$ cat src/rtl/twm_cfg.svh
// Constants for the two-wire bus master: timing counts and address fields.
// Assumes a 100 MHz system clock and a bus run at the fast-mode limit.
`ifndef TWM_CFG_SVH
`define TWM_CFG_SVH

// ----------------------------------------
// Timing
// ----------------------------------------
`define TWM_CLK_NS 10
`define TWM_SCL_NS 2500
// Quarter of the bus clock period, rounded up so the rate never exceeds the limit
`define TWM_QTR_CYC 8'((`TWM_SCL_NS + 4 * `TWM_CLK_NS - 1) / (4 * `TWM_CLK_NS))
`define TWM_HALF_CYC 8'(2 * `TWM_QTR_CYC)

// ----------------------------------------
// Packet fields
// ----------------------------------------
`define TWM_LAST_BIT 4'h8
`define TWM_GC_ADDR 7'h00
`define TWM_RSVD_TOP 4'hF
`define TWM_DIR_READ 1'b1
`define TWM_RD_FILL 8'hFF

`endif

$ cat src/rtl/twm_pkg.sv
// Types shared by the two-wire bus master files.
// Assumes nothing beyond a SystemVerilog compiler.
package twm_pkg;

	typedef enum logic [3:0] {
		TWM_IDLE = 4'h0,
		TWM_SETUP = 4'h1,
		TWM_SCLUP = 4'h3,
		TWM_START = 4'h2,
		TWM_LOW = 4'h6,
		TWM_HIGH = 4'h7,
		TWM_HOLD = 4'h5,
		TWM_STOPL = 4'h4,
		TWM_STOPH = 4'hC,
		TWM_STOPR = 4'hD
	} twm_state_t;

	typedef enum logic [1:0] {
		TWM_CMD_START = 2'h0,
		TWM_CMD_WRITE = 2'h1,
		TWM_CMD_READ = 2'h2,
		TWM_CMD_STOP = 2'h3
	} twm_cmd_t;

endpackage

$ cat src/rtl/twm_master.sv
// Two-wire bus master: frames start, address, data, acknowledge and stop.
// Assumes open-drain pads and pull-ups outside; bus clock made here by a divider.
//
// How it works
// Data line changes only while clock line low, except start and stop.
// Start and stop are data-line edges while clock line is high.
// Bus counted busy from any start to stop; no start while busy.
// Repeated start keeps the bus; busy until the next stop.
// We as master open and close transfers and drive the clock.
// Address packet: seven address bits, direction bit, acknowledge bit.
// Direction one reads from the slave, zero writes to it.
// Addressed slave pulls data low in the ninth clock to acknowledge.
// Slave leaving data high refuses; we may stop or repeat start.
// Address byte goes out most significant bit first.
// All-zero address with write is general call; data follows normally.
// General call with read direction is refused by this master.
// Addresses with upper four bits all ones are refused.
// Data packet: eight bits MSB first, then one acknowledge bit.
// Master makes clock; receiving side drives the acknowledge bit.
// Acknowledge is low in ninth clock; high means not-acknowledge.
// Receiver answers not-acknowledge after its last wanted byte.
// Device unit stays off while its power-off bit is one.
// Bus clock runs at most at the fast-mode rate.
// Start is never followed straight by stop without an address.
// Slave may hold clock low; high phase timed after line rises.
// Lines are only pulled low or released, never driven high.
`include "twm_cfg.svh"

module twm_master (
	input wire logic mclk_i, // System clock, 100 MHz
	input wire logic rst_b_i, // Synchronous reset, active low
	input wire logic enable_i, // Keep the bus unit powered and running
	input wire logic cmd_valid_i, // Command offered
	output logic cmd_ready_o, // Command may be taken
	input wire logic [1:0] cmd_kind_i, // Start, write, read or stop
	input wire logic [6:0] cmd_addr_i, // Slave address for start
	input wire logic cmd_dir_i, // Direction bit for start
	input wire logic [7:0] cmd_data_i, // Byte for write
	input wire logic cmd_nack_i, // Answer not-acknowledge on read
	output logic rsp_valid_o, // One-cycle answer
	output logic [7:0] rsp_data_o, // Byte read
	output logic rsp_nack_o, // Ninth bit was high
	output logic rsp_err_o, // Command refused
	output logic bus_busy_o, // Bus occupied
	output logic serial_bus_power_off_bit_o, // Wanted device power-off bit
	input wire logic scl_i, // Clock line level
	output logic scl_o, // Clock line drive value
	output logic scl_oe_o, // Clock line pulled low
	input wire logic sda_i, // Data line level
	output logic sda_o, // Data line drive value
	output logic sda_oe_o // Data line pulled low
);
	twm_pkg::twm_state_t state_r, state_nxt;
	logic [1:0] line_s;
	logic scl_s, sda_s, sda_d_r;
	logic [7:0] cnt_r;
	logic [3:0] bit_cnt_r;
	logic [8:0] shift_r, rx_r;
	logic en_r, busy_r, acc, start_ok, bad_cmd, qtr_done, half_done;
	logic ready_r, rsp_valid_r, rsp_nack_r, rsp_err_r, scl_oe_r, sda_oe_r, pwr_off_r;
	logic [7:0] rsp_data_r;

	// Clock line pulled low in this state
	function automatic logic scl_pull(twm_pkg::twm_state_t s);
		scl_pull = (s == twm_pkg::TWM_SETUP) || (s == twm_pkg::TWM_LOW) ||
			(s == twm_pkg::TWM_HOLD) || (s == twm_pkg::TWM_STOPL);
	endfunction

	twm_sync u_sync (
		.mclk_i(mclk_i),
		.rst_b_i(rst_b_i),
		.pin_i({scl_i, sda_i}),
		.sync_o(line_s)
	);
	assign scl_s = line_s[1];
	assign sda_s = line_s[0];

	// ----------------------------------------
	// Command decode
	// ----------------------------------------
	assign acc = cmd_valid_i && ready_r;
	assign qtr_done = cnt_r == `TWM_QTR_CYC - 8'h01;
	assign half_done = cnt_r == `TWM_HALF_CYC - 8'h01;
	// refuse meaningless and reserved
	assign start_ok = !(cmd_addr_i == `TWM_GC_ADDR && cmd_dir_i == `TWM_DIR_READ) &&
		(cmd_addr_i[6:3] != `TWM_RSVD_TOP) && !(busy_r && state_r == twm_pkg::TWM_IDLE);
	// outside a transfer only a start is taken
	assign bad_cmd = acc && (cmd_kind_i == twm_pkg::TWM_CMD_START ? !start_ok :
		state_r == twm_pkg::TWM_IDLE);

	// ----------------------------------------
	// Sequencer
	// ----------------------------------------
	always_comb begin
		state_nxt = state_r;
		case (state_r)
			twm_pkg::TWM_IDLE: begin
				if (acc && !bad_cmd) begin
					state_nxt = twm_pkg::TWM_SETUP;
				end
			end
			twm_pkg::TWM_SETUP: begin
				if (qtr_done) begin
					state_nxt = twm_pkg::TWM_SCLUP;
				end
			end
			twm_pkg::TWM_SCLUP: begin
				if (scl_s && qtr_done) begin
					state_nxt = twm_pkg::TWM_START;
				end
			end
			twm_pkg::TWM_START: begin
				if (qtr_done) begin
					state_nxt = twm_pkg::TWM_LOW;
				end
			end
			twm_pkg::TWM_LOW: begin
				if (half_done) begin
					state_nxt = twm_pkg::TWM_HIGH;
				end
			end
			twm_pkg::TWM_HIGH: begin
				if (scl_s && half_done) begin
					state_nxt = (bit_cnt_r == `TWM_LAST_BIT) ? twm_pkg::TWM_HOLD : twm_pkg::TWM_LOW;
				end
			end
			twm_pkg::TWM_HOLD: begin
				if (acc && !bad_cmd) begin
					case (cmd_kind_i)
						twm_pkg::TWM_CMD_START: state_nxt = twm_pkg::TWM_SETUP;
						twm_pkg::TWM_CMD_STOP: state_nxt = twm_pkg::TWM_STOPL;
						default: state_nxt = twm_pkg::TWM_LOW;
					endcase
				end
			end
			twm_pkg::TWM_STOPL: begin
				if (qtr_done) begin
					state_nxt = twm_pkg::TWM_STOPH;
				end
			end
			twm_pkg::TWM_STOPH: begin
				if (scl_s && qtr_done) begin
					state_nxt = twm_pkg::TWM_STOPR;
				end
			end
			twm_pkg::TWM_STOPR: begin
				if (half_done) begin
					state_nxt = twm_pkg::TWM_IDLE;
				end
			end
			default: state_nxt = twm_pkg::TWM_IDLE;
		endcase
		// disabling drops the transfer; the bus may be left mid-packet
		if (!en_r) begin
			state_nxt = twm_pkg::TWM_IDLE;
		end
	end

	always_ff @(posedge mclk_i) begin
		if (!rst_b_i) begin
			state_r <= twm_pkg::TWM_IDLE;
		end else begin
			state_r <= state_nxt;
		end
	end

	// phase timer, kept at zero while the clock line is held low
	always_ff @(posedge mclk_i) begin
		if (!rst_b_i) begin
			cnt_r <= 8'h00;
		end else if (state_nxt != state_r) begin
			cnt_r <= 8'h00;
		end else if (!scl_pull(state_r) && !scl_s && state_r != twm_pkg::TWM_IDLE &&
			state_r != twm_pkg::TWM_STOPR && state_r != twm_pkg::TWM_START) begin
			cnt_r <= 8'h00;
		end else if (cnt_r != 8'hFF) begin
			cnt_r <= cnt_r + 8'h01;
		end
	end

	// ----------------------------------------
	// Shift paths
	// ----------------------------------------
	always_ff @(posedge mclk_i) begin
		if (!rst_b_i) begin
			shift_r <= 9'h1FF;
			bit_cnt_r <= 4'h0;
		end else if (acc && !bad_cmd) begin
			bit_cnt_r <= 4'h0;
			case (cmd_kind_i)
				// address, direction, released acknowledge slot
				twm_pkg::TWM_CMD_START: shift_r <= {cmd_addr_i, cmd_dir_i, 1'b1};
				// write: slave drives the ninth bit
				twm_pkg::TWM_CMD_WRITE: shift_r <= {cmd_data_i, 1'b1};
				// read: we answer in the ninth bit
				twm_pkg::TWM_CMD_READ: shift_r <= {`TWM_RD_FILL, cmd_nack_i};
				default: shift_r <= 9'h1FF;
			endcase
		end else if (state_r == twm_pkg::TWM_HIGH && state_nxt != twm_pkg::TWM_HIGH) begin
			shift_r <= {shift_r[7:0], 1'b1};
			bit_cnt_r <= bit_cnt_r + 4'h1;
		end
	end

	// Sample a quarter into the high phase, well clear of both edges
	always_ff @(posedge mclk_i) begin
		if (!rst_b_i) begin
			rx_r <= 9'h000;
		end else if (state_r == twm_pkg::TWM_HIGH && scl_s && qtr_done) begin
			rx_r <= {rx_r[7:0], sda_s};
		end
	end

	// ----------------------------------------
	// Bus activity watch
	// ----------------------------------------
	// start sets busy, stop clears it, from any master
	always_ff @(posedge mclk_i) begin
		if (!rst_b_i) begin
			sda_d_r <= 1'b1;
			busy_r <= 1'b0;
		end else begin
			sda_d_r <= sda_s;
			if (scl_s && sda_d_r && !sda_s) begin
				busy_r <= 1'b1;
			end else if (scl_s && !sda_d_r && sda_s) begin
				busy_r <= 1'b0;
			end
		end
	end

	// ----------------------------------------
	// Line drive
	// ----------------------------------------
	// lines only pulled low or released
	always_ff @(posedge mclk_i) begin
		if (!rst_b_i) begin
			scl_oe_r <= 1'b0;
		end else begin
			scl_oe_r <= scl_pull(state_r);
		end
	end

	// data moves a quarter into clock low; start and stop edges under high clock
	always_ff @(posedge mclk_i) begin
		if (!rst_b_i) begin
			sda_oe_r <= 1'b0;
		end else begin
			case (state_r)
				twm_pkg::TWM_START, twm_pkg::TWM_STOPL, twm_pkg::TWM_STOPH: sda_oe_r <= 1'b1;
				twm_pkg::TWM_LOW: sda_oe_r <= (cnt_r < `TWM_QTR_CYC) ? sda_oe_r : !shift_r[8];
				twm_pkg::TWM_HIGH: sda_oe_r <= sda_oe_r;
				twm_pkg::TWM_HOLD: sda_oe_r <= (cnt_r < `TWM_QTR_CYC) ? sda_oe_r : 1'b0;
				default: sda_oe_r <= 1'b0;
			endcase
		end
	end

	// ----------------------------------------
	// Answers and status
	// ----------------------------------------
	always_ff @(posedge mclk_i) begin
		if (!rst_b_i) begin
			en_r <= 1'b0;
			pwr_off_r <= 1'b1;
			ready_r <= 1'b0;
		end else begin
			en_r <= enable_i;
			// unit powered only while enabled
			pwr_off_r <= !enable_i;
			ready_r <= en_r && !acc && (state_nxt == twm_pkg::TWM_IDLE || state_nxt == twm_pkg::TWM_HOLD);
		end
	end

	always_ff @(posedge mclk_i) begin
		if (!rst_b_i) begin
			rsp_valid_r <= 1'b0;
			rsp_err_r <= 1'b0;
			rsp_nack_r <= 1'b0;
			rsp_data_r <= 8'h00;
		end else begin
			rsp_valid_r <= bad_cmd || (state_r != state_nxt &&
				(state_nxt == twm_pkg::TWM_HOLD || state_r == twm_pkg::TWM_STOPR));
			rsp_err_r <= bad_cmd;
			// ninth bit reported as seen on the line
			if (state_r == twm_pkg::TWM_HIGH && state_nxt == twm_pkg::TWM_HOLD) begin
				rsp_data_r <= rx_r[8:1];
				rsp_nack_r <= rx_r[0];
			end
		end
	end

	assign cmd_ready_o = ready_r;
	assign rsp_valid_o = rsp_valid_r;
	assign rsp_data_o = rsp_data_r;
	assign rsp_nack_o = rsp_nack_r;
	assign rsp_err_o = rsp_err_r;
	assign bus_busy_o = busy_r;
	assign serial_bus_power_off_bit_o = pwr_off_r;
	assign scl_oe_o = scl_oe_r;
	assign sda_oe_o = sda_oe_r;
	// Open drain: the drive value is always low
	assign scl_o = 1'b0;
	assign sda_o = 1'b0;
endmodule // twm_master

$ cat src/rtl/twm_sync.sv
// Two-flop synchroniser for the bus line levels.
// Assumes the inputs are pin levels from outside the clock domain.
module twm_sync (
	input wire logic mclk_i, // System clock
	input wire logic rst_b_i, // Synchronous reset, active low
	input wire logic [1:0] pin_i, // Raw pin levels
	output logic [1:0] sync_o // Synchronised levels
);
	logic [1:0] meta_r;
	logic [1:0] sync_r;

	genvar g;
	generate
		for (g = 0; g < 2; g++) begin : g_line
			always_ff @(posedge mclk_i) begin
				if (!rst_b_i) begin
					meta_r[g] <= 1'b1;
					sync_r[g] <= 1'b1;
				end else begin
					meta_r[g] <= pin_i[g];
					sync_r[g] <= meta_r[g];
				end
			end
		end
	endgenerate

	assign sync_o = sync_r;
endmodule // twm_sync

$ cat config.mk
export PLATFORM = sky130hd
export DESIGN_NAME = twm_master
export DESIGN_NICKNAME = d
export VERILOG_FILES = /design/src/rtl/twm_pkg.sv /design/src/rtl/twm_master.sv /design/src/rtl/twm_sync.sv
export VERILOG_INCLUDE_DIRS = /design/src /design/src/rtl
export SDC_FILE = /design/constraint.sdc
export NUM_CORES = 1
export LEC_CHECK = 0
export ABC_AREA = 1
export BUFFER_PORTS_ARGS = -buffer_cell sky130_fd_sc_hd__buf_2
export CAP_MARGIN = 15
export CELL_PAD_IN_SITES_DETAIL_PLACEMENT = 0
export CELL_PAD_IN_SITES_GLOBAL_PLACEMENT = 1
export CORE_MARGIN = 2
export CORE_UTILIZATION = 37
export CTS_CLUSTER_DIAMETER = 50
export DETAILED_ROUTE_END_ITERATION = 6
export GPL_ROUTABILITY_DRIVEN = 0
export PLACE_DENSITY_LB_ADDON = 0.1
export SLEW_MARGIN = 20
export SYNTH_ARGS = -nofsm -noshare
export SYNTH_HDL_FRONTEND = slang
export SYNTH_SLANG_ARGS = --single-unit
$ cat constraint.sdc
create_clock -name mclk_i -period 1.7 [get_ports mclk_i]
set_input_delay 0.085 -clock mclk_i [delete_from_list [all_inputs] [get_ports mclk_i]]
set_output_delay 0.085 -clock mclk_i [all_outputs]
set_load 0.005 [all_outputs]
==> results by stage, run 1 <==
Global route:
- The overflow left after global routing is 0.
- The number of global-route vias before repair came to 2914.
- The first global-routing pass estimated 13.40 mm of wire.
- The number of antenna violations at the first check in global routing came to 0.
- Global routing used 32.49% of the available met2 tracks.
- The total routing resource utilization after global routing is 19.35%.
- For met3 alone, demand over resource in global routing was 3.011%.
- For this run, global-route usage on met1 was measured as 25.04%.
- The routing layer with the top usage in global route is met2.
- Entering global routing, the biggest net connects 28 pins.

Setup path:
- Setup slack on the worst reg-to-reg path comes out at -0.29 ns.
- The largest fanout of any net on the critical path is 3.
- STA puts the critical path data arrival time at 2.21 ns.
- For the worst flop-to-flop path, the logic depth is 15.
- The worst setup path is captured at a flip-flop.
- By instance count, the cell type seen most on the critical path is sky130_fd_sc_hd__buf_4.
- Data on the critical path is required at its endpoint by 1.92 ns.
- The critical path is of the flip-flop to flip-flop type.
- The critical path goes through inv_2, ha_2, inv_2, nor2_4, nand2_4, o21ai_2, a21oi_2, nand2_2, nand2_4, buf_4, buf_6, buf_4, buf_4, a31oi_1, nor2_1.
- The highest cell delay on the worst timing path is 0.38 ns.
- The terminus of the critical flop-to-flop path is cmd_ready_o.
- The launching element type of the critical path is a flip-flop.
- On the critical path, the stage with the largest delay is an instance of sky130_fd_sc_hd__dfxtp_4.
- Among cell families on the critical path, the largest total delay comes from buffers and inverters.
- The number of buffers and inverters on the critical path is 6.
- The start of the worst register-to-register path is cnt_r[0].

Pwr:
- VDD sags by at most 0.3651 mV.
- The static power due to leakage is 2.019 nW.
- Power comes to 2.396 mW.
- In this run the power density over the cells is 560.5 nW/µm².

Timing:
- The smallest clock period supported by the final layout is computed as 1.992 ns.
- Setup slack on the critical path of the routed design comes to -0.2919 ns.
- Setup repair after global routing could not meet its margin everywhere.
- The tightest hold path in the finished design has a slack of 0.08220 ns.
- Timing would allow up to 502.0 MHz.
- The number of pins exceeding their max-slew limit in the final report is 0.
- The final setup violation count is 34.
- The share of the cycle needed by the critical path after routing is 117.2%.
- The post-route clock skew is 0.005643 ns.
- The final number of hold-violating endpoints is 0.

Clock network:
- Buffers inserted during clock tree synthesis total 5.
- After clock tree synthesis, the clock-pin slew on the worst setup and hold paths is 0.11 ns.
- The count of clock tree sinks is 56.
- The tree is rooted in a sky130_fd_sc_hd__clkbuf_8.
- The H-tree was split into 2 levels.
- The CTS tree is built.
- The longest clock path from root to sink contains 2 buffers.
- The later pin in the worst-skew pair is clocked with a latency of 0.32 ns.

Placement:
- The number of I/O port buffers is 40.
- The total half-perimeter wirelength after legalization and detailed placement is 5.827 mm.
- The worst slack at placement is -0.4020 ns.

Outcome:
- The flow ran to the end, but the final reports show violations.
- The checks that failed: setup timing.

Floorplanning:
- The initial cell density of the core is 37.99%.
- Measured along the y axis, the die boundary spans 92.84 µm.
- The number of I/O pins is 43.
- The overall die width is 92.84 µm.
- The die covers 8619 µm².
- The number of rows created at floorplan is 32.
- The area inside the core boundary is 7687 µm².

Logic synthesis:
- The Yosys step of the flow raised 0 warnings.
- After synthesis the netlist holds a flip-flop and latch count of 56.
- After synthesis the cells add up to 2920 µm².
- The synthesized area per cell is 7.140 µm².
- Of the synthesized area, sequential elements account for 38.39%.
- In the synthesized netlist, the number of instances is 409.
- The number of different library cells in the post-synthesis netlist is 35.

Min path:
- In this run the most critical hold path is launched from cmd_valid_i.
- The tightest min-delay check is of the input port to flip-flop type.
- Counting instances, the worst hold path has a depth of 3.
- The end of the worst hold path is rsp_err_o.

Drt:
- The number of DRC violations after detailed-routing iteration 0 is 117.
- The number of detailed-route iterations in the first pass is 4.
- In the routed layout, each cell is associated on average with a via count of 4.793.
- The total detailed-routing wirelength is 7.872 mm.
- The count of vias placed by the detailed router is 2991.
- In this run the remaining antenna-violating nets after routing total 0.
- For this run, design rule violations remaining after detail routing come to 0.
- The per-cell routed wire length is 12.62 µm.

Cells and area:
- The library cells used most frequently in the layout, excluding fill and tap cells, are sky130_fd_sc_hd__nand2_1 (69), sky130_fd_sc_hd__buf_4 (68), sky130_fd_sc_hd__dfxtp_1 (45).
- The count of filler cells inserted in the layout is 766.
- The final layout contains 556 nets.
- The repair_antennas step left the layout with diodes totalling 0.
- The post-route netlist has 43.10% of its cells at a drive strength greater than 1.
- Compared with the post-synthesis result, the final layout area differs by 46.40%.
- The most common cell after layout, fill and taps aside is sky130_fd_sc_hd__nand2_1.

Job:
- The number of max-cap violations is 0.
[power breakdown]
| part | internal [mW] | total (mW) | switching (mW) |
|---|---|---|---|
| sequential | 1.33 | 1.35 | 0.0174 |
| combinational | 0.120 | 0.252 | 0.132 |
| clock | 0.313 | 0.799 | 0.486 |
| total | 1.76 | 2.40 | 0.636 |
[metrics by stage]
| step | setup TNS [ns] | area [µm²] | std cells | util [%] |
|---|---|---|---|---|
| after floorplan | -0.6046 | 3064 | 410 | - |
| after global placement | -10.80 | 3831 | 606 | 49.84 |
| after detailed placement | -11.61 | 3831 | 606 | 49.84 |
| after CTS | -6.244 | 4113 | 620 | 53.50 |
| after global routing | -13.49 | 4275 | 624 | 55.62 |
| final | -7.696 | 4275 | 624 | 55.62 |
[kinds of logic after synthesis]
kind of cell               Yosys count  synth area share, %
xor gates and xnor gates             8                2.399
AOI/OAI and AO/OA                   61                12.25
other                                1               0.1284
buffers and inverters               55                8.525
and+or+nand+nor                    218                34.02
adders and majority gates           10                4.284
DFF                                 56                38.39
[repair_timing]
item	in CTS	in global routing
pin swaps	15	11
resized for setup	36	47
endpoints found under the setup margin	42	44
gates cloned	0	1
hold endpoints to repair	4	0
hold buffers	3	0
setup buffers	3	3
[layer usage]
| layer | up-vias | wire [µm] |
|---|---|---|
| met5 | - | 0 |
| met1 | 1371 | 3644 |
| li1 | 1561 | - |
| met4 | 0 | 168 |
| met3 | 12 | 220 |
| met2 | 47 | 3837 |
[how the worst max path moves through the flow]
stage | from | to | slack, ns | depth (start not counted)
after floorplan | cnt_r[0] | bit_cnt_r[2] | -0.06 | 14
after global placement | cmd_kind_i[1] | cnt_r[1] | -0.36 | 16
after detailed placement | cmd_kind_i[1] | cnt_r[0] | -0.40 | 16
after CTS | cnt_r[1] | rsp_data_o[1] | -0.24 | 14
after global routing | cnt_r[0] | cmd_ready_o | -0.44 | 15
final | cnt_r[0] | cmd_ready_o | -0.29 | 15
[sequential cells by signal (all words and copies together), names as in the netlist]
name                        flops
rx_r                            9
shift_r                         9
cnt_r                           8
rsp_data_o                      8
bit_cnt_r                       4
state_r                         4
u_sync.meta_r                   2
u_sync.sync_o                   2
bus_busy_o                      1
cmd_ready_o                     1
en_r                            1
rsp_err_o                       1
rsp_nack_o                      1
rsp_valid_o                     1
scl_oe_o                        1
sda_d_r                         1
sda_oe_o                        1
serial_bus_power_off_bit_o      1
[final cells by class]
class	instances	area [µm²]	area share (%)
tap	102	127.6	2.985
multi-input combinational	299	1873	43.81
timing repair buffer	122	873.3	20.43
sequential	56	1142	26.72
inverter	37	161.4	3.775
clock inverter	3	28.78	0.6731
clock buffer	5	68.82	1.610
[synthesized netlist by cell type]
library cell               number  area [µm²]
sky130_fd_sc_hd__a2111o_1       1       11.26
sky130_fd_sc_hd__a211oi_1       2       15.01
sky130_fd_sc_hd__a21oi_1       18       90.09
sky130_fd_sc_hd__a21oi_2        2       17.52
sky130_fd_sc_hd__a221oi_1       5       43.79
sky130_fd_sc_hd__a22o_1         1       8.760
sky130_fd_sc_hd__a31oi_1        2       12.51
sky130_fd_sc_hd__a41oi_1        1       8.760
sky130_fd_sc_hd__buf_1          1       3.750
sky130_fd_sc_hd__buf_2          1       5.000
sky130_fd_sc_hd__buf_4          3       22.52
sky130_fd_sc_hd__buf_6          4       45.04
sky130_fd_sc_hd__clkbuf_1       9       33.78
sky130_fd_sc_hd__conb_1         1       3.750
sky130_fd_sc_hd__dfxtp_1       56        1121
sky130_fd_sc_hd__ha_1          10       125.1
sky130_fd_sc_hd__inv_1         36       135.1
sky130_fd_sc_hd__inv_2          1       3.750
sky130_fd_sc_hd__nand2_1       80       300.3
sky130_fd_sc_hd__nand2_2        6       37.54
sky130_fd_sc_hd__nand2_4        1       11.26
sky130_fd_sc_hd__nand3_1       49       245.2
sky130_fd_sc_hd__nand3_2        3       30.03
sky130_fd_sc_hd__nand3b_1       2       15.01
sky130_fd_sc_hd__nand4_1        3       18.77
sky130_fd_sc_hd__nor2_1        55       206.5
sky130_fd_sc_hd__nor2_2         7       43.79
sky130_fd_sc_hd__nor2_4         3       33.78
sky130_fd_sc_hd__nor3_1         4       20.02
sky130_fd_sc_hd__o211a_1        1       10.01
sky130_fd_sc_hd__o21ai_0       27       135.1
sky130_fd_sc_hd__o21ai_1        1       5.000
sky130_fd_sc_hd__or2_2          5       31.28
sky130_fd_sc_hd__xnor2_1        2       17.52
sky130_fd_sc_hd__xor2_1         6       52.55
[worst reg2reg max path: cells and delay by family (launching register included)]
| family | cells | cell delay, ns |
|---|---|---|
| DFF | 1 | 0.38 |
| buffers and inverters | 6 | 0.56 |
| and+or+nand+nor | 5 | 0.42 |
| adders and majority gates | 1 | 0.16 |
| AOI/OAI and AO/OA | 3 | 0.39 |
Note: power is estimated with default switching activity, not from simulation.
==> run 2, diff against run 1 <==
==> constraint.sdc (replaced) <==
create_clock -name mclk_i -period 1.7 [get_ports mclk_i]
set_input_delay 0.255 -clock mclk_i [delete_from_list [all_inputs] [get_ports mclk_i]]
set_output_delay 0.255 -clock mclk_i [all_outputs]
set_load 0.005 [all_outputs]
==> results by stage, run 2 (same netlist as run 1, synthesis figures left out) <==
Placement:
- The instance area at placement is 3747 µm² (-2.2%).
- The number of I/O port buffers is 40 (unchanged).
- The total half-perimeter wirelength after legalization and detailed placement is 5.787 mm (-0.70%).
- The number of placed instances, taps included is 607 (+0.17%).

Clock network:
- The clock latency at the later pin of the worst-skew pair came to 0.31 ns (about the same).
- The count of clock tree sinks is 56 (unchanged).
- The total CTS buffers is 5 (unchanged).
- The hold buffer count at CTS is 0 (-3).
- The number of H-tree branching levels is 2 (unchanged).
- The CTS clock-pin slew for the worst setup and hold paths is 0.11 ns (about the same).
- The worst-case clock buffer depth is 2 (unchanged).
- TritonCTS built the clock tree.
- The cell sitting at the root of the clock tree is a sky130_fd_sc_hd__clkbuf_8.

Timing:
- The post-route setup TNS is -6.059 ns (+1.637 ns).
- Setup repair after global routing could not meet its margin everywhere.
- The final setup violation count is 32 (-5.9%).
- The number of pins exceeding their max-slew limit in the final report is 0 (unchanged).
- The worst setup margin is -0.2317 ns (+0.06017 ns).
- The share of the cycle needed by the critical path after routing is 113.6% (-3.5 points).
- The worst hold slack was 0.1100 ns (+0.02776 ns).
- The final number of hold-violating endpoints is 0 (unchanged).
- The maximum clock frequency was 517.7 MHz (+3.1%).
- The post-route clock skew is 0.007721 ns (+0.002077 ns).
- The final period demand of the worst path is 1.932 ns (-0.06017 ns).

Drt:
- The total detailed-routing wirelength was 8.182 mm (+3.9%).
- The count of vias placed by the detailed router is 2969 (-0.74%).
- The remaining antenna violation count after routing is 0 (unchanged).
- The post-detailed-route via-to-cell ratio is 4.773 (-0.42%).
- The number of DRC violations after detailed-routing iteration 0 is 106 (-9.4%).
- The number of detailed-route iterations in the first pass came to 4 (unchanged).
- The count of unresolved DRC violations after routing is 0 (unchanged).
- The per-cell routed wire length is 13.15 µm (+4.3%).

Pwr:
- The static power due to leakage is 2.067 nW (+2.4%).
- The worst IR drop on VDD is 0.4359 mV (+19%).
- The power per standard cell area was 545.0 nW/µm² (-2.8%).

Floorplanning:
- The overall die width is 92.84 µm (unchanged).
- The number of rows created at floorplan was 32 (unchanged).
- The number of I/O pins is 43 (unchanged).
- The height of the chip was 92.84 µm (unchanged).
- The initial cell density of the core was 37.99% (unchanged).
- The total die area came to 8619 µm² (unchanged).
- The area inside the core boundary is 7687 µm² (unchanged).

Global route:
- The total routing resource utilization after global routing is 19.86% (+0.51 points).
- After global routing, the most crowded layer is met2.
- The overflow left after global routing is 0 (unchanged).
- The global-route track usage on met3 is 3.255% (+0.24 points).
- The number of global-route vias before repair is 2894 (-0.69%).
- The largest net degree at the start of global routing came to 29 (+3.6%).
- The number of antenna violations at the first check in global routing was 0 (unchanged).
- The first-pass GRT wire length was 13.66 mm (+1.9%).
- The global routing met2 resource utilization is 33.45% (+0.97 points).
- The met1 usage was 26.96% (+1.9 points).

Cells and area:
- The count of filler cells inserted in the layout is 780 (+1.8%).
- The number of nets in the finished design came to 554 (-0.36%).
- The utilization after layout was 55.89% (+0.28 points).
- The most common cell after layout, fill and taps aside is sky130_fd_sc_hd__buf_4.
- The number of diodes added for antenna fixing is 0 (unchanged).
- The share of final-layout standard cells stronger than drive strength 1 is 45.77% (+2.7 points).
- The design area came to 4297 µm² (+0.50%).
- The largest registers in the layout are rx_r: 9 flops, shift_r: 9 flops.
- The count of placed standard cells in the final layout, fillers left out is 622 (-0.32%).
- From synthesis to final layout, the design area changed by 47.13%.
- The area taken by flip-flops and latches is 1146 µm² (+0.33%).
- The footprint of the multi-input gates is 1934 µm² (+3.3%).
- The top cell types in the final layout, fill and taps aside, are sky130_fd_sc_hd__buf_4 (64), sky130_fd_sc_hd__nand2_1 (62), sky130_fd_sc_hd__dfxtp_1 (44).

Setup path:
- The endpoint type of the worst setup path is a flip-flop.
- The largest fanout of any net on the critical path is 7 (+4).
- The terminus of the critical flop-to-flop path is bit_cnt_r[0].
- The worst-case reg-to-reg path depth is 13 (-2).
- The highest cell delay on the worst timing path was 0.39 ns (about the same).
- STA classifies the critical path startpoint as a flip-flop.
- On the critical path, the stage with the largest delay is an instance of sky130_fd_sc_hd__dfxtp_4.
- The signal on the critical path passes through inv_2, nor2_2, nand2_2, nor2_4, nor3_2, nand2_1, nand3_2, nor2_2, nand2_2, nand2_4, buf_6, nand2_4, a21oi_2.
- The start of the worst register-to-register path is state_r[0].
- The worst setup path startpoint is state_r[0].
- The data required time of the critical path is 1.94 ns (+0.02 ns).
- The flop-to-flop setup slack came to -0.23 ns (+0.06 ns).
- The kind of critical path is flip-flop to flip-flop.
- The endpoint arrival time on the critical path was 2.17 ns (-0.04 ns).

Min path:
- The worst hold path depth is 2 (-1).
- The startpoint of the worst hold path is enable_i.
- The class of the worst hold path is input port to flip-flop.
- The end of the worst hold path is serial_bus_power_off_bit_o.

Outcome:
- The final reports fail on setup timing.
- The run finished, with violations left.

Job:
- The number of max-cap violations is 0 (unchanged).
[run 2: layout make-up]
class                   instances  share of cell area, %
inverters                      37                  3.698
clock buffers                   6                  1.689
clock inverters                 2                 0.3203
multi-input cells             300                  45.02
repair buffers                119                  19.63
flip-flops and latches         56                  26.67
well taps                     102                  2.970
[run 2: power breakdown]
group,switching (mW),internal [mW],total (mW)
Combinational,0.132,0.119,0.251
Sequential,0.0176,1.33,1.35
Clock,0.449,0.296,0.745
[run 2: per-layer routing]
layer | part of all wire [%] | wire [µm]
met1 | 46 | 3762
met2 | 50 | 4084
met3 | 3.0 | 246
met4 | 1.1 | 88
met5 | 0 | 0
[run 2: worst max path at each step]
stage	slack (ns)	endpoint
detailed placement	-0.44	rsp_nack_o
global placement	-0.42	rsp_nack_o
global route	-0.35	shift_r[1]
finish	-0.23	bit_cnt_r[0]
floorplan	-0.22	bit_cnt_r[2]
CTS	-0.21	bit_cnt_r[0]
[run 2: stage by stage]
stage,power (mW),setup slack [ns]
6_report,2.341,-0.2317
3_3_place_gp,1.596,-0.4241
3_5_place_dp,1.596,-0.4430
2_1_floorplan,1.487,-0.2218
4_1_cts,2.363,-0.2088
5_1_grt,2.455,-0.3484
[run 2: repair_timing]
item,4_1_cts,5_1_grt
pin swaps,33,26
resized for setup,76,46
cloned,2,1
hold endpoints to repair,0,0
setup endpoints to repair,42,44
setup buffers,4,3
[run 2: critical path: cells and delay by family, from the launching register on]
family,cells,cell delay (ns)
buffers and inverters,2,0.23
and+or+nand+nor,10,1.12
DFF,1,0.39
AOI/OAI and AO/OA,1,0.12
